--- src/rstirv_defines.svh ---
`ifndef RSTIRV_DEFINES_SVH
`define RSTIRV_DEFINES_SVH
////////////////////////////////////////////////////////////////////////////////
// register indices, byte address is four times the index
`define RSTIRV_IDX_CTRL 6'h03
`define RSTIRV_IDX_RX_DATA_B 6'h0B
`define RSTIRV_IDX_RX_VALID_B 6'h0C
`define RSTIRV_IDX_TX_IRQ_EN 6'h0D
`define RSTIRV_IDX_TX_IRQ_STAT 6'h0E
`define RSTIRV_IDX_TX_DATA 6'h0F
`define RSTIRV_IDX_TX_VALID 6'h10
////////////////////////////////////////////////////////////////////////////////
// field positions
`define RSTIRV_BIT_UNDERFLOW 3
`define RSTIRV_BIT_OVERFLOW 2
`define RSTIRV_BIT_DONE 1
`define RSTIRV_BIT_EMPTY 0
`define RSTIRV_BIT_TX_EN 7
`define RSTIRV_BIT_RX_EN 6
////////////////////////////////////////////////////////////////////////////////
// reset values and masks
`define RSTIRV_RST_BYTE 8'h00
`define RSTIRV_RST_STAT 4'h0
`define RSTIRV_RD_CLR_MASK 4'hE
`define RSTIRV_ALL_VALID 8'hFF
////////////////////////////////////////////////////////////////////////////////
// bus answers and bit counts
`define RSTIRV_RESP_OKAY 2'h0
`define RSTIRV_RESP_SLVERR 2'h2
`define RSTIRV_LAST_BIT 3'h7
`endif

--- src/rstirv_pkg.sv ---
package rstirv_pkg;
    typedef struct packed {
        logic underflow;
        logic overflow;
        logic done;
        logic empty;
    } rstirv_tx_stat_t;
    typedef struct packed {
        logic tick;
        logic data;
        logic valid;
        logic flush;
    } rstirv_rx_bit_t;
    typedef struct packed {
        logic strobe;
        logic data;
        logic is_data;
    } rstirv_tx_bit_t;
    typedef struct packed {
        logic [7:0] data;
        logic [7:0] valid;
    } rstirv_tx_byte_t;
    typedef enum logic [0:0] {SH_IDLE, SH_SEND} rstirv_sh_state_t;
endpackage

--- src/rstirv_flag.sv ---
module rstirv_flag (
    // clock and reset
    input wire logic aclk,
    input wire logic aresetn,
    // events
    input wire logic set,
    input wire logic clr,
    // state
    output logic q
);
    // set wins so an event in the clearing cycle is kept
    always_ff @(posedge aclk) begin
        if (!aresetn) begin
            q <= 1'b0;
        end else if (set) begin
            q <= 1'b1;
        end else if (clr) begin
            q <= 1'b0;
        end
    end
endmodule

--- src/rstirv_top.sv ---
// Summary of operation
// RQ1: first received channel B bit lands in bit 0
// RQ2: read-only valid byte marks each valid data bit
// RQ3: all-valid flag means all eight bits valid
// RQ4: host writes zero to enable bits 7:4
// RQ5: enable bits: underflow, overflow, done, empty
// RQ6: underflow when sampling with no data waiting (code flags it only once a bit has gone out since transmit was enabled)
// RQ7: overflow when data written before moved on
// RQ8: done when byte finished and nothing waiting
// RQ9: status read clears underflow, overflow, done
// RQ10: empty set on load, cleared by data write
// RQ11: status register read-only, upper bits zero
// RQ12: host writes next byte only while empty
// RQ13: status reads zero outside transmit mode
// RQ14: send lsb first, preamble for invalid bits (code stops after the highest valid bit, sending no invalid bits above it)
// RQ15: interrupt while enabled status bit is set
//
// Local design decision: the AXI4-Lite register port.
`include "rstirv_defines.svh"
module rstirv_top #(
    parameter int ADDR_W = 8
) (
    // clock and reset
    input wire logic aclk,
    input wire logic aresetn,
    // axi4-lite write address
    input wire logic [ADDR_W-1:0] s_axi_awaddr,
    input wire logic [2:0] s_axi_awprot,
    input wire logic s_axi_awvalid,
    output logic s_axi_awready,
    // axi4-lite write data
    input wire logic [31:0] s_axi_wdata,
    input wire logic [3:0] s_axi_wstrb,
    input wire logic s_axi_wvalid,
    output logic s_axi_wready,
    // axi4-lite write response
    output logic [1:0] s_axi_bresp,
    output logic s_axi_bvalid,
    input wire logic s_axi_bready,
    // axi4-lite read address
    input wire logic [ADDR_W-1:0] s_axi_araddr,
    input wire logic [2:0] s_axi_arprot,
    input wire logic s_axi_arvalid,
    output logic s_axi_arready,
    // axi4-lite read data
    output logic [31:0] s_axi_rdata,
    output logic [1:0] s_axi_rresp,
    output logic s_axi_rvalid,
    input wire logic s_axi_rready,
    // channel b receiver
    input rstirv_pkg::rstirv_rx_bit_t rx_b_in,
    output logic rx_b_byte_ready,
    output logic rx_b_all_valid,
    // transmitter
    input wire logic tx_bit_tick,
    output rstirv_pkg::rstirv_tx_bit_t tx_out,
    // mode and interrupt
    output logic tx_en,
    output logic rx_en,
    output logic irq
);
    import rstirv_pkg::*;
    ////////////////////////////////////////////////////////////////////////////
    // write channels, address and data taken in either order
    logic aw_full_q, w_full_q, bvalid_q, wlane_q;
    logic [5:0] aw_idx_q;
    logic [7:0] wbyte_q;
    logic [1:0] bresp_q;
    assign s_axi_awready = !aw_full_q && !bvalid_q;
    assign s_axi_wready = !w_full_q && !bvalid_q;
    assign s_axi_bvalid = bvalid_q;
    assign s_axi_bresp = bresp_q;
    wire aw_hs = s_axi_awvalid && s_axi_awready;
    wire w_hs = s_axi_wvalid && s_axi_wready;
    wire wr_fire = aw_full_q && w_full_q;
    wire wr_map = (aw_idx_q == `RSTIRV_IDX_CTRL) || (aw_idx_q == `RSTIRV_IDX_TX_IRQ_EN) ||
                  (aw_idx_q == `RSTIRV_IDX_TX_DATA) || (aw_idx_q == `RSTIRV_IDX_TX_VALID) ||
                  (aw_idx_q == `RSTIRV_IDX_RX_DATA_B) || (aw_idx_q == `RSTIRV_IDX_RX_VALID_B) ||
                  (aw_idx_q == `RSTIRV_IDX_TX_IRQ_STAT);
    wire wr_go = wr_fire && wlane_q;
    wire wr_ctrl = wr_go && (aw_idx_q == `RSTIRV_IDX_CTRL);
    wire wr_en = wr_go && (aw_idx_q == `RSTIRV_IDX_TX_IRQ_EN);
    wire wr_txd = wr_go && (aw_idx_q == `RSTIRV_IDX_TX_DATA);
    wire wr_txv = wr_go && (aw_idx_q == `RSTIRV_IDX_TX_VALID);
    always_ff @(posedge aclk) begin
        if (!aresetn) begin
            aw_full_q <= 1'b0;
            aw_idx_q <= 6'h00;
        end else if (aw_hs) begin
            aw_full_q <= 1'b1;
            aw_idx_q <= s_axi_awaddr[7:2];
        end else if (wr_fire) begin
            aw_full_q <= 1'b0;
        end
    end
    always_ff @(posedge aclk) begin
        if (!aresetn) begin
            w_full_q <= 1'b0;
            wbyte_q <= `RSTIRV_RST_BYTE;
            wlane_q <= 1'b0;
        end else if (w_hs) begin
            w_full_q <= 1'b1;
            wbyte_q <= s_axi_wdata[7:0];
            wlane_q <= s_axi_wstrb[0];
        end else if (wr_fire) begin
            w_full_q <= 1'b0;
        end
    end
    always_ff @(posedge aclk) begin
        if (!aresetn) begin
            bvalid_q <= 1'b0;
            bresp_q <= `RSTIRV_RESP_OKAY;
        end else if (wr_fire) begin
            bvalid_q <= 1'b1;
            bresp_q <= wr_map ? `RSTIRV_RESP_OKAY : `RSTIRV_RESP_SLVERR;
        end else if (s_axi_bready) begin
            bvalid_q <= 1'b0;
        end
    end
    ////////////////////////////////////////////////////////////////////////////
    // software registers
    logic [7:0] ctrl_q;
    logic [3:0] en_q;
    logic full_q;
    rstirv_tx_byte_t tx_byte_q;
    assign tx_en = ctrl_q[`RSTIRV_BIT_TX_EN];
    assign rx_en = ctrl_q[`RSTIRV_BIT_RX_EN];
    always_ff @(posedge aclk) begin
        if (!aresetn) begin
            ctrl_q <= `RSTIRV_RST_BYTE;
            en_q <= `RSTIRV_RST_STAT;
            tx_byte_q <= '0;
        end else begin
            if (wr_ctrl) ctrl_q <= wbyte_q;
            // RQ5 one enable per condition
            if (wr_en) en_q <= wbyte_q[3:0];
            if (wr_txd) tx_byte_q.data <= wbyte_q;
            if (wr_txv) tx_byte_q.valid <= wbyte_q;
        end
    end
    ////////////////////////////////////////////////////////////////////////////
    // transmit path
    logic tx_load, tx_ufl, tx_done;
    // RQ7 write while byte pending
    wire tx_ofl = wr_txd && full_q && !tx_load;
    // a write in the load cycle refills the holding byte
    always_ff @(posedge aclk) begin
        if (!aresetn) begin
            full_q <= 1'b0;
        end else if (wr_txd) begin
            full_q <= 1'b1;
        end else if (tx_load) begin
            full_q <= 1'b0;
        end
    end
    rstirv_tx_shift u_shift (
        .aclk(aclk),
        .aresetn(aresetn),
        .en(tx_en),
        .load_req(full_q && tx_en),
        .byte_in(tx_byte_q),
        .bit_tick(tx_bit_tick),
        .load(tx_load),
        .underflow(tx_ufl),
        .done(tx_done),
        .tx_out(tx_out)
    );
    ////////////////////////////////////////////////////////////////////////////
    // read channel
    logic rvalid_q;
    logic [7:0] rbyte_q;
    logic [1:0] rresp_q;
    rstirv_tx_stat_t stat_q;
    logic [7:0] rx_data_q, rx_valid_q;
    assign s_axi_arready = !rvalid_q;
    assign s_axi_rvalid = rvalid_q;
    assign s_axi_rresp = rresp_q;
    assign s_axi_rdata = {24'h000000, rbyte_q};
    wire ar_hs = s_axi_arvalid && s_axi_arready;
    wire [5:0] rd_idx = s_axi_araddr[7:2];
    wire rd_stat = ar_hs && (rd_idx == `RSTIRV_IDX_TX_IRQ_STAT);
    // RQ13 zero outside transmit
    wire [3:0] stat_rd = tx_en ? stat_q : `RSTIRV_RST_STAT;
    // RQ11 upper status bits zero
    wire [7:0] rd_byte =
        (rd_idx == `RSTIRV_IDX_CTRL) ? ctrl_q :
        (rd_idx == `RSTIRV_IDX_RX_DATA_B) ? rx_data_q :
        (rd_idx == `RSTIRV_IDX_RX_VALID_B) ? rx_valid_q :
        (rd_idx == `RSTIRV_IDX_TX_IRQ_EN) ? {4'h0, en_q} :
        (rd_idx == `RSTIRV_IDX_TX_IRQ_STAT) ? {4'h0, stat_rd} :
        (rd_idx == `RSTIRV_IDX_TX_DATA) ? tx_byte_q.data :
        (rd_idx == `RSTIRV_IDX_TX_VALID) ? tx_byte_q.valid : 8'h00;
    wire rd_map = (rd_idx == `RSTIRV_IDX_CTRL) || (rd_idx == `RSTIRV_IDX_RX_DATA_B) ||
                  (rd_idx == `RSTIRV_IDX_RX_VALID_B) || (rd_idx == `RSTIRV_IDX_TX_IRQ_EN) ||
                  (rd_idx == `RSTIRV_IDX_TX_IRQ_STAT) || (rd_idx == `RSTIRV_IDX_TX_DATA) ||
                  (rd_idx == `RSTIRV_IDX_TX_VALID);
    always_ff @(posedge aclk) begin
        if (!aresetn) begin
            rvalid_q <= 1'b0;
            rbyte_q <= `RSTIRV_RST_BYTE;
            rresp_q <= `RSTIRV_RESP_OKAY;
        end else if (ar_hs) begin
            rvalid_q <= 1'b1;
            rbyte_q <= rd_byte;
            rresp_q <= rd_map ? `RSTIRV_RESP_OKAY : `RSTIRV_RESP_SLVERR;
        end else if (s_axi_rready) begin
            rvalid_q <= 1'b0;
        end
    end
    ////////////////////////////////////////////////////////////////////////////
    // transmit status flags, leaving transmit mode clears them all
    wire [3:0] set_vec = {tx_ufl, tx_ofl, tx_done, tx_load} & {4{tx_en}};
    // RQ9 read clears three
    wire [3:0] rd_clr = {4{rd_stat}} & `RSTIRV_RD_CLR_MASK;
    // RQ10 data write clears empty
    wire [3:0] clr_vec = rd_clr | {3'h0, wr_txd} | {4{!tx_en}};
    for (genvar i = 0; i < 4; i++) begin : g_flag
        // RQ6 RQ8 RQ10 sticky status
        rstirv_flag u_flag (
            .aclk(aclk),
            .aresetn(aresetn),
            .set(set_vec[i]),
            .clr(clr_vec[i]),
            .q(stat_q[i])
        );
    end
    // RQ15 masked status interrupt
    assign irq = |(stat_rd & en_q);
    ////////////////////////////////////////////////////////////////////////////
    // channel b receive deserialiser
    logic [7:0] rx_sh_data_q, rx_sh_valid_q;
    logic [2:0] rx_cnt_q;
    logic rx_all_q, rx_rdy_q;
    wire rx_tick = rx_en && rx_b_in.tick;
    wire [7:0] rx_pos = 8'h01 << rx_cnt_q;
    // RQ1 bit position by arrival
    wire [7:0] asm_data = rx_tick ? ((rx_sh_data_q & ~rx_pos) | (rx_b_in.data ? rx_pos : 8'h00)) : rx_sh_data_q;
    wire [7:0] asm_valid = rx_tick ? ((rx_sh_valid_q & ~rx_pos) | (rx_b_in.valid ? rx_pos : 8'h00)) : rx_sh_valid_q;
    // end of frame flushes a partial byte so it is never stranded
    wire rx_xfer = (rx_tick && (rx_cnt_q == `RSTIRV_LAST_BIT)) || (rx_en && rx_b_in.flush);
    assign rx_b_all_valid = rx_all_q;
    assign rx_b_byte_ready = rx_rdy_q;
    always_ff @(posedge aclk) begin
        if (!aresetn) begin
            rx_sh_data_q <= 8'h00;
            rx_sh_valid_q <= 8'h00;
            rx_cnt_q <= 3'h0;
            rx_data_q <= `RSTIRV_RST_BYTE;
            rx_valid_q <= `RSTIRV_RST_BYTE;
            rx_all_q <= 1'b0;
            rx_rdy_q <= 1'b0;
        end else begin
            rx_rdy_q <= rx_xfer;
            if (!rx_en || rx_xfer) begin
                rx_sh_data_q <= 8'h00;
                rx_sh_valid_q <= 8'h00;
                rx_cnt_q <= 3'h0;
            end else if (rx_tick) begin
                rx_sh_data_q <= asm_data;
                rx_sh_valid_q <= asm_valid;
                rx_cnt_q <= rx_cnt_q + 3'h1;
            end
            // RQ2 RQ3 valid map and flag
            if (rx_xfer) begin
                rx_data_q <= asm_data;
                rx_valid_q <= asm_valid;
                rx_all_q <= (asm_valid == `RSTIRV_ALL_VALID);
            end
        end
    end
    ////////////////////////////////////////////////////////////////////////////
    // assertions
    property p_rx_last_bit;
        @(posedge aclk) disable iff (!aresetn)
        (rx_tick && rx_cnt_q == `RSTIRV_LAST_BIT) |=> (rx_data_q[7] == $past(rx_b_in.data)) && rx_b_byte_ready;
    endproperty
    a_rx_last_bit: assert property (p_rx_last_bit) else $error("eighth bit not in bit 7"); // RQ1
    property p_rx_valid_map;
        @(posedge aclk) disable iff (!aresetn)
        rx_xfer |=> (rx_valid_q == $past(asm_valid)) ##1 (rx_valid_q == $past(rx_valid_q) || rx_b_byte_ready);
    endproperty
    a_rx_valid_map: assert property (p_rx_valid_map) else $error("valid byte mismatch"); // RQ2
    property p_rx_flush;
        @(posedge aclk) disable iff (!aresetn)
        (rx_en && rx_b_in.flush) |=> rx_b_byte_ready && (rx_valid_q == $past(asm_valid));
    endproperty
    a_rx_flush: assert property (p_rx_flush) else $error("flushed byte not transferred"); // RQ2
    property p_rx_all_valid;
        @(posedge aclk) disable iff (!aresetn)
        rx_b_all_valid |-> (rx_valid_q == `RSTIRV_ALL_VALID);
    endproperty
    a_rx_all_valid: assert property (p_rx_all_valid) else $error("all-valid flag with invalid bits"); // RQ3
    property p_en_read;
        @(posedge aclk) disable iff (!aresetn)
        (ar_hs && rd_idx == `RSTIRV_IDX_TX_IRQ_EN) |=> s_axi_rvalid && (s_axi_rdata == {28'h0, $past(en_q)});
    endproperty
    a_en_read: assert property (p_en_read) else $error("enable readback wrong"); // RQ5
    property p_underflow;
        @(posedge aclk) disable iff (!aresetn)
        (tx_en && tx_ufl) |=> stat_q.underflow;
    endproperty
    a_underflow: assert property (p_underflow) else $error("underflow not flagged"); // RQ6
    property p_overflow;
        @(posedge aclk) disable iff (!aresetn)
        (tx_en && wr_txd && full_q && !tx_load) |=> stat_q.overflow;
    endproperty
    a_overflow: assert property (p_overflow) else $error("overflow not flagged"); // RQ7
    property p_done;
        @(posedge aclk) disable iff (!aresetn)
        (tx_en && tx_done) |=> stat_q.done && (!stat_q.underflow || $past(stat_q.underflow));
    endproperty
    a_done: assert property (p_done) else $error("done not flagged"); // RQ8
    property p_read_clear;
        @(posedge aclk) disable iff (!aresetn)
        (rd_stat && !tx_done && !tx_ofl && !tx_ufl) |=> (stat_q[3:1] == 3'h0) && s_axi_rvalid;
    endproperty
    a_read_clear: assert property (p_read_clear) else $error("status read did not clear"); // RQ9
    property p_empty;
        @(posedge aclk) disable iff (!aresetn)
        (tx_en && tx_load) |=> stat_q.empty;
    endproperty
    a_empty: assert property (p_empty) else $error("empty flag wrong"); // RQ10
    property p_empty_clr;
        @(posedge aclk) disable iff (!aresetn)
        (tx_en && wr_txd && !tx_load) |=> !stat_q.empty;
    endproperty
    a_empty_clr: assert property (p_empty_clr) else $error("empty flag not cleared by data write"); // RQ10
    property p_stat_upper;
        @(posedge aclk) disable iff (!aresetn)
        (ar_hs && rd_idx == `RSTIRV_IDX_TX_IRQ_STAT) |=> (s_axi_rdata[31:4] == 28'h0);
    endproperty
    a_stat_upper: assert property (p_stat_upper) else $error("reserved status bits set"); // RQ11
    property p_tx_off;
        @(posedge aclk) disable iff (!aresetn)
        !tx_en |=> (stat_q == `RSTIRV_RST_STAT) && !irq;
    endproperty
    a_tx_off: assert property (p_tx_off) else $error("status alive outside transmit"); // RQ13
    property p_irq_empty;
        @(posedge aclk) disable iff (!aresetn)
        (tx_en && tx_load && en_q[`RSTIRV_BIT_EMPTY] && !wr_en && !wr_ctrl) |=> irq;
    endproperty
    a_irq_empty: assert property (p_irq_empty) else $error("enabled empty gave no interrupt"); // RQ15
    c_overflow: cover property (@(posedge aclk) disable iff (!aresetn) tx_ofl && tx_en);
    c_underflow: cover property (@(posedge aclk) disable iff (!aresetn) tx_ufl && tx_en);
    c_rx_full: cover property (@(posedge aclk) disable iff (!aresetn) rx_xfer ##1 rx_b_all_valid);
    c_irq: cover property (@(posedge aclk) disable iff (!aresetn) $rose(irq));
    c_done: cover property (@(posedge aclk) disable iff (!aresetn) tx_done && tx_en);
endmodule

--- src/rstirv_tx_shift.sv ---
`include "rstirv_defines.svh"
module rstirv_tx_shift (
    // clock and reset
    input wire logic aclk,
    input wire logic aresetn,
    // control and source byte
    input wire logic en,
    input wire logic load_req,
    input rstirv_pkg::rstirv_tx_byte_t byte_in,
    input wire logic bit_tick,
    // events
    output logic load,
    output logic underflow,
    output logic done,
    // serial line
    output rstirv_pkg::rstirv_tx_bit_t tx_out
);
    import rstirv_pkg::*;
    rstirv_sh_state_t state_q, state_d;
    logic [7:0] data_q, valid_q;
    logic [2:0] cnt_q;
    logic sent_q;
    wire last = (cnt_q == `RSTIRV_LAST_BIT) || (valid_q[7:1] == 7'h00);
    wire emit = (state_q == SH_SEND) && bit_tick;
    wire byte_end = emit && last;
    assign load = load_req && ((state_q == SH_IDLE) || byte_end);
    assign done = byte_end && !load_req;
    // underflow only once a bit has gone out
    assign underflow = (state_q == SH_IDLE) && bit_tick && sent_q && !load_req;
    always_comb begin
        state_d = state_q;
        unique case (state_q)
            SH_IDLE: if (load) state_d = SH_SEND;
            SH_SEND: if (byte_end && !load) state_d = SH_IDLE;
        endcase
        if (!en) state_d = SH_IDLE;
    end
    always_ff @(posedge aclk) begin
        if (!aresetn) begin
            state_q <= SH_IDLE;
            data_q <= 8'h00;
            valid_q <= 8'h00;
            cnt_q <= 3'h0;
            sent_q <= 1'b0;
            tx_out <= '0;
        end else begin
            state_q <= state_d;
            sent_q <= en && (sent_q || emit);
            tx_out.strobe <= emit;
            // RQ14 lsb first shifting
            if (load) begin
                data_q <= byte_in.data;
                valid_q <= byte_in.valid;
                cnt_q <= 3'h0;
            end else if (emit) begin
                data_q <= {1'b0, data_q[7:1]};
                valid_q <= {1'b0, valid_q[7:1]};
                cnt_q <= cnt_q + 3'h1;
            end
            if (emit) begin
                tx_out.data <= data_q[0];
                tx_out.is_data <= valid_q[0];
            end
        end
    end
    property p_keep_shifting;
        @(posedge aclk) disable iff (!aresetn)
        (en && emit && !last) |=> (state_q == SH_SEND) && tx_out.strobe && (tx_out.is_data == $past(valid_q[0]));
    endproperty
    a_keep_shifting: assert property (p_keep_shifting) else $error("shifter stopped with valid bits left"); // RQ14
endmodule

--- config.mk ---
export PLATFORM = sky130hd
export DESIGN_NAME = rstirv_top
export DESIGN_NICKNAME = d
export VERILOG_FILES = /design/src/rstirv_pkg.sv /design/src/rstirv_flag.sv /design/src/rstirv_top.sv /design/src/rstirv_tx_shift.sv
export VERILOG_INCLUDE_DIRS = /design/src
export SDC_FILE = /design/constraint.sdc
export NUM_CORES = 1
export LEC_CHECK = 0
export BUFFER_PORTS_ARGS = -buffer_cell sky130_fd_sc_hd__clkbuf_2
export CORE_AREA = 2 2 100 112
export DETAILED_ROUTE_END_ITERATION = 10
export DIE_AREA = 0 0 102 114
export PLACE_DENSITY_LB_ADDON = 0.05
export RECOVER_POWER = 50
export SYNTH_ARGS = -nofsm -noshare
export SYNTH_HDL_FRONTEND = slang
export SYNTH_SLANG_ARGS = --single-unit
--- constraint.sdc ---
create_clock -name aclk -period 1.79 [get_ports aclk]
set_input_delay 0.4475 -clock aclk [delete_from_list [all_inputs] [get_ports aclk]]
set_output_delay 0.4475 -clock aclk [all_outputs]
set_load 0.1 [all_outputs]
; After elaboration in Yosys (flattened, before gate mapping)
; Cells that the tools add are included.
[word_totals]
wordCells = 170
input_bits = 70
ff_bits = 125
out_inout_bits = 49
[op_classes]
bitwise = 11
reduce_logical = 67
n_eq_ne = 17
mux = 38
n_addsub = 2
shifts = 1
[op_table]
columns = operator, count
row1 = $mux W8, 15
row2 = $eq A6 B4 Y1 const B, 10
row3 = $logic_and A1 B1 Y1, 27
row4 = $reduce_bool A2 Y1, 10
row5 = $mux W1, 19
row6 = $logic_or A1 B1 Y1, 17
row7 = $and A8 B8 Y8, 2
row8 = $or A8 B8 Y8, 2
row9 = $eq A6 B2 Y1 const B, 2
row10 = $eq A6 B5 Y1 const B, 2
row11 = $and A4 B4 Y4, 2
row12 = $eq A8 B8 Y1 const B, 1
row13 = $logic_not A1 Y1, 8
row14 = $not A8 Y8, 1
row15 = $shl A1 B3 Y8 const A, 1
row16 = $logic_not A7 Y1, 1
row17 = $add A3 B1 Y3 const B, 2
row18 = $eq A3 B3 Y1 const B, 2
row19 = $mux W2, 2
row20 = $mux W4, 1
row21 = $or A4 B1 Y4, 1
row22 = $or A4 B4 Y4, 1
row23 = $reduce_or A2 Y1, 2
row24 = $reduce_or A4 Y1, 1
row25 = 3 further kinds, 4

; Longest topological paths before layout
[logic_depth]
ltp_word = 9
mapped_depth = 8
mapped_depth_nobuf = 6

; Cells and area by module
; Synthesis repeated with hierarchy kept, for this count alone.
[unflattened]
hier_cells = 635
area_unflattened_um2 = 5677.9
[by_module_without_submodules]
columns = mod, cells_per_inst, area_per_inst_um2, instances, seq_area_each_um2
row1 = rstirv_top, 485, 4334.2, 1, 1901.8
row2 = rstirv_tx_shift, 138, 1178.6, 1, 480.5
row3 = rstirv_flag, 3, 41.3, 4, 20.0

; Worst setup path before layout
; No wires, ideal clock.
[synth_path]
kind = reg2out
startpoint = register ctrl_q[7]
endpoint = output irq
stages_incl_launch_ff = 3
setup_slack_ns = -2.193
t_arrival_ns = 3.535
required_time_ns = 1.342
path_buffers = 1
cell_sequence = dfxtp_1 > clkbuf_1 > a21boi_0
[synth_between]
elab_chain_len = 3
[synth_rtl]
columns = element, line
row1 = "start, declared", rstirv_top.sv:122  ; logic [7:0] ctrl_q;
row2 = "start signal, assigned", rstirv_top.sv:130  ; ctrl_q <= `RSTIRV_RST_BYTE;
row3 = "start signal, assigned", rstirv_top.sv:134  ; if (wr_ctrl) ctrl_q <= wbyte_q;
row4 = $mux W4 (no line), --
row5 = $and A4 B4 Y4, rstirv_top.sv:228  ; assign irq = |(stat_rd & en_q);
row6 = $reduce_or A4 Y1, rstirv_top.sv:228
row7 = "end, declared", rstirv_top.sv:60  ; output logic irq
; No other way between the ends.

; Final worst setup path
[layout_path]
startpoint = register rx_cnt_q[1]
endpoint = register rx_all_q (netlist: rx_b_all_valid)
[layout_between]
elab_chain_len = 6
elab_cells_between_ends = 10
classes_between = 2 x eq/ne / 1 x shift / 2 x mux / 3 x bitwise / 2 x reduce/logical
[layout_rtl]
columns = element, line
row1 = "start, declared", rstirv_top.sv:232  ; logic [2:0] rx_cnt_q;
row2 = "start signal, assigned", rstirv_top.sv:261  ; rx_cnt_q <= rx_cnt_q + 3'h1;
row3 = $shl A1 B3 Y8, rstirv_top.sv:235  ; wire [7:0] rx_pos = 8'h01 << rx_cnt_q;
row4 = $not A8 Y8, rstirv_top.sv:238  ; wire [7:0] asm_valid = rx_tick ? ((rx_sh_valid_q & ~rx_pos) | (rx_b_in.valid ? rx_pos : 8'h00)) : rx_sh_valid_ ...
row5 = $and A8 B8 Y8, rstirv_top.sv:238
row6 = $or A8 B8 Y8, rstirv_top.sv:238
row7 = $mux W8, rstirv_top.sv:238
row8 = $eq A8 B8 Y1 (no line), --
row9 = "end signal, assigned", rstirv_top.sv:267  ; rx_all_q <= (asm_valid == `RSTIRV_ALL_VALID);
row10 = "end, declared", rstirv_top.sv:233  ; logic rx_all_q, rx_rdy_q;
; Parallel ways exist; a longest one is shown, timed or not.
; A chain may end at the register's enable or synchronous reset.

==> impl_summary.txt <==
----------------------------------------------------
[CTS]
  Worst-Skew Late Latency ... approximately 0.40 ns
  Clock input transition at the sequential cells of the worst setup and hold paths ... roughly 0.060 ns
  Sink Count ... ~120
  Maximum count of clock buffers along a single path ... 2
  TritonCTS clock tree ... yes
  Number of buffers inserted during clock tree synthesis ... 17
  Root cell of the clock tree ... sky130_fd_sc_hd__clkbuf_16
  Clock H-tree levels ... 4
  Hold-fix buffers at CTS ... 0

[Global route]
  Antenna violations before repair ... 0
  Pin count of the biggest net entering global routing ... 46
  Wire length of the first global-routing pass ... 22.2 mm
  Vias in the first global route ... around 4500
  Total Routing Usage GR ... 0.242
  Total congestion overflow ... 0

[STA]
  Clk_skew ... around 0.0087 ns
  Number of hold violations in the final report ... 0
  PnR worst setup slack ... between 0.02 and 0.025 ns
  Maximum achievable frequency ... around 570 MHz
  Worst slew margin relative to its limit ... 0.445
  Total of endpoints with negative setup slack in the final report ... 0
  Slew Limit Fails ... 0
  Portion of the clock cycle consumed by the worst path in the final layout ... 0.987
  Post-layout min period ... ~1.8 ns
  Tightest Pin Transition ... between 0.8 and 0.9 ns

[Drt]
  Drt via density ... about 5.5
  Routed len/inst ... approximately 16 microns
  Length of the first detailed-routing pass in iterations ... 5
  DRC violations left ... 0
  Initial DRC count ... a little under 200
  Detailed-route wire length ... between 10 and 15 mm
  Residual antenna-violating net count after detailed routing ... 0
  Via total after detailed routing ... 4729

[Logic synthesis]
  Cell variety after synth ... 58
  Share of flip-flops with an asynchronous set or reset ... 0
  Most instantiated flip-flop cell in the synthesis netlist ... sky130_fd_sc_hd__dfxtp_1
  Netlist area before placement ... approximately 0.0057 sq mm
  Number of synthesized register bits ... 123
  Number of flops mapped to enable cells by yosys ... 0
  Synth Warn # ... 0
  Syn avg cell area ... 9.26 sq um
  Proportion of synthesized chip area in sequential cells ... 0.435
  Synthesized instance count ... 611

[Place]
  DP Cell Count ... 821
  IO buf count ... 55
  Placed cell areas ... roughly 0.0063 sq mm
  Weighted congestion at the end of routability-driven global placement ... 0.848
  Post-detail-place hpwl ... 9.61 mm
  Worst Setup Slack post-DPL ... -0.102 ns

[Floorplan]
  Area of the die ... approximately 0.012 sq mm
  Effective utilization at floorplan ... 0.533
  Die width ... about 100 microns
  Number of standard-cell rows in the floorplan ... 40
  Vertical extent of the die ... approximately 110 microns
  Core Footprint ... approximately 0.011 sq mm
  Boundary pin count ... roughly 120

[Pwr]
  Static leakage power ... about 2.8 nW
  Worst IR drop on VDD ... between 0.0008 and 0.0009 V
  Power density relative to cell area ... between 1000 and 1500 mW/mm^2

[Cells and area]
  FF/Latch Area ... approximately 0.0025 sq mm
  Design area ... about 0.007 sq mm
  # nets final ... around 800
  Synth-to-layout area growth ... 23.7%
  Fraction of layout cells with a size suffix above 1 ... 0.259
  Area of combinational cells with multiple inputs ... just under 0.003 sq mm
  Finished Layout Cells ... between 800 and 900
  Ant diodes ... 0
  FILL cells ... a little over 900

[Critical path]
  Standard cell with the maximum stage delay on the critical path ... sky130_fd_sc_hd__nor4_2
  Crit path cell chain ... buf_6 -> inv_4 -> ha_4 -> nand4_1 -> mux2i_2 -> nor4_2 -> buf_4 -> a32o_1
  Required time worst endpoint ... about 2.1 ns
  Largest stage delay on the critical path ... around 0.36 ns
  Type of the worst setup path ... reg2reg
  Maximum net fanout on the critical path ... 3
  Startpoint types ... flop
  Worst EP arrival ... about 2.1 ns
  Critical path capture point type ... flop

[Status]
  Status ... complete, no violations

[Run]
  Count of maximum capacitance violations ... 0

[Min path]
  Classification of the worst-slack hold path ... in2reg

----------------------------------------------------
layout by cell type, fill, tap and decap left out, drive strengths merged, types with 13 or more instances in the layout:
cell,count
mux2i,51
o21ai,23
buf,57
nor2b,32
conb,26
a211oi,18
nor2,52
dfxtp,123
a21oi,37
clkbuf,75
a21boi,13
nand2,36
a41oi,14
o31ai,15
layer usage:
metal  GRT usage  wire length [microns]  up-vias  part of all wire
met2       0.421                   7250       93              0.52
met4      0.0711                    229        0             0.017
met3      0.0558                    475       18             0.034
met5           0                      0        -                 0
met1       0.296                   5890     2279              0.43
li1            -                      -     2339                 -
Yosys cell counts (all sizes together) (9+ instances only):
library cell | count | share of area
nor2 | 52 | 0.035
dfxtp | 123 | 0.44
nand2 | 36 | 0.024
o31ai | 15 | 0.020
a211oi | 18 | 0.025
nand3 | 9 | 0.0088
buf | 46 | 0.056
a41oi | 14 | 0.022
nor2b | 31 | 0.034
o21ai | 23 | 0.020
a21boi | 13 | 0.018
nor3 | 10 | 0.0088
mux2i | 51 | 0.090
a21oi | 37 | 0.033
clkbuf | 24 | 0.016
a22oi | 10 | 0.013
inv | 9 | 0.0060
path summary, 6_finish.rpt:
kind	endpoint	from	cells after the start	slack, ns
max	rx_b_all_valid	rx_cnt_q[1]	8	0.02
max reg2reg	rx_b_all_valid	rx_cnt_q[1]	8	0.02
min	wlane_q	s_axi_wstrb[0]	3	0.28
min reg2reg	wlane_q	wlane_q	2	0.46
cell families after synthesis:
kind of cell               share of synthesized area
AOI/OAI and AO/OA                              0.180
xor gates and xnor gates                     0.00310
adders and majority gates                     0.0177
buffers and inverters                         0.0781
DFF                                            0.435
muxes                                          0.106
other                                       0.000663
and+or+nand+nor                                0.179
worst max-delay path: cells and delay by family, from the launching register on:
family,cells,cell delay (ns)
DFF,1,0.33
muxes,1,0.23
and+or+nand+nor,2,0.53
adders and majority gates,1,0.13
buffers and inverters,3,0.35
AOI/OAI and AO/OA,1,0.14
stage by stage:
step                setup TNS, ns  hold WS, ns   util  power, W
finish                          0        0.276  0.660   0.00706
global route              -0.0234        0.272  0.660   0.00727
CTS                             0        0.267  0.652   0.00711
detailed placement          -1.04        0.450  0.593   0.00364
global placement           -0.145        0.445  0.593   0.00363
floorplan                  -0.311        0.432      -   0.00353
power breakdown:
part | leakage, nW | switching, W | internal, W
clock network | 0.292 | 0.00126 | 0.00223
logic | 1.49 | 0.000591 | 0.000145
registers | 1.00 | 0.0000498 | 0.00278
total | 2.78 | 0.00190 | 0.00516
layout make-up:
class,count,area share
multi-input cells,435,0.421
well taps,147,0.0263
clock inverters,14,0.0245
repair buffers,114,0.105
flip-flops and latches,123,0.354
clock buffers,18,0.0628
inverters,9,0.00519
state kept, by name (all words and copies together) (netlist names), 4 cells and up:
| name | cells |
|---|---|
| u_shift.valid_q | 8 |
| rx_sh_data_q | 8 |
| rx_sh_valid_q | 8 |
| rx_valid_q | 8 |
| ctrl_q | 8 |
| wbyte_q | 8 |
| u_shift.data_q | 8 |
| rbyte_q | 8 |
| g_flag.u_flag.q | 4 |
| aw_idx_q | 6 |
| rx_data_q | 8 |
| tx_byte_q | 16 |
| en_q | 4 |
timing repair:
| action | 4_1_cts | 5_1_grt |
|---|---|---|
| pin swaps | 1 | 5 |
| endpoints found under the setup margin | 19 | 27 |
| setup buffers | 0 | 6 |
| resized for setup | 4 | 21 |
| cloned | 0 | 1 |
Note: power is estimated with default switching activity, not from simulation.
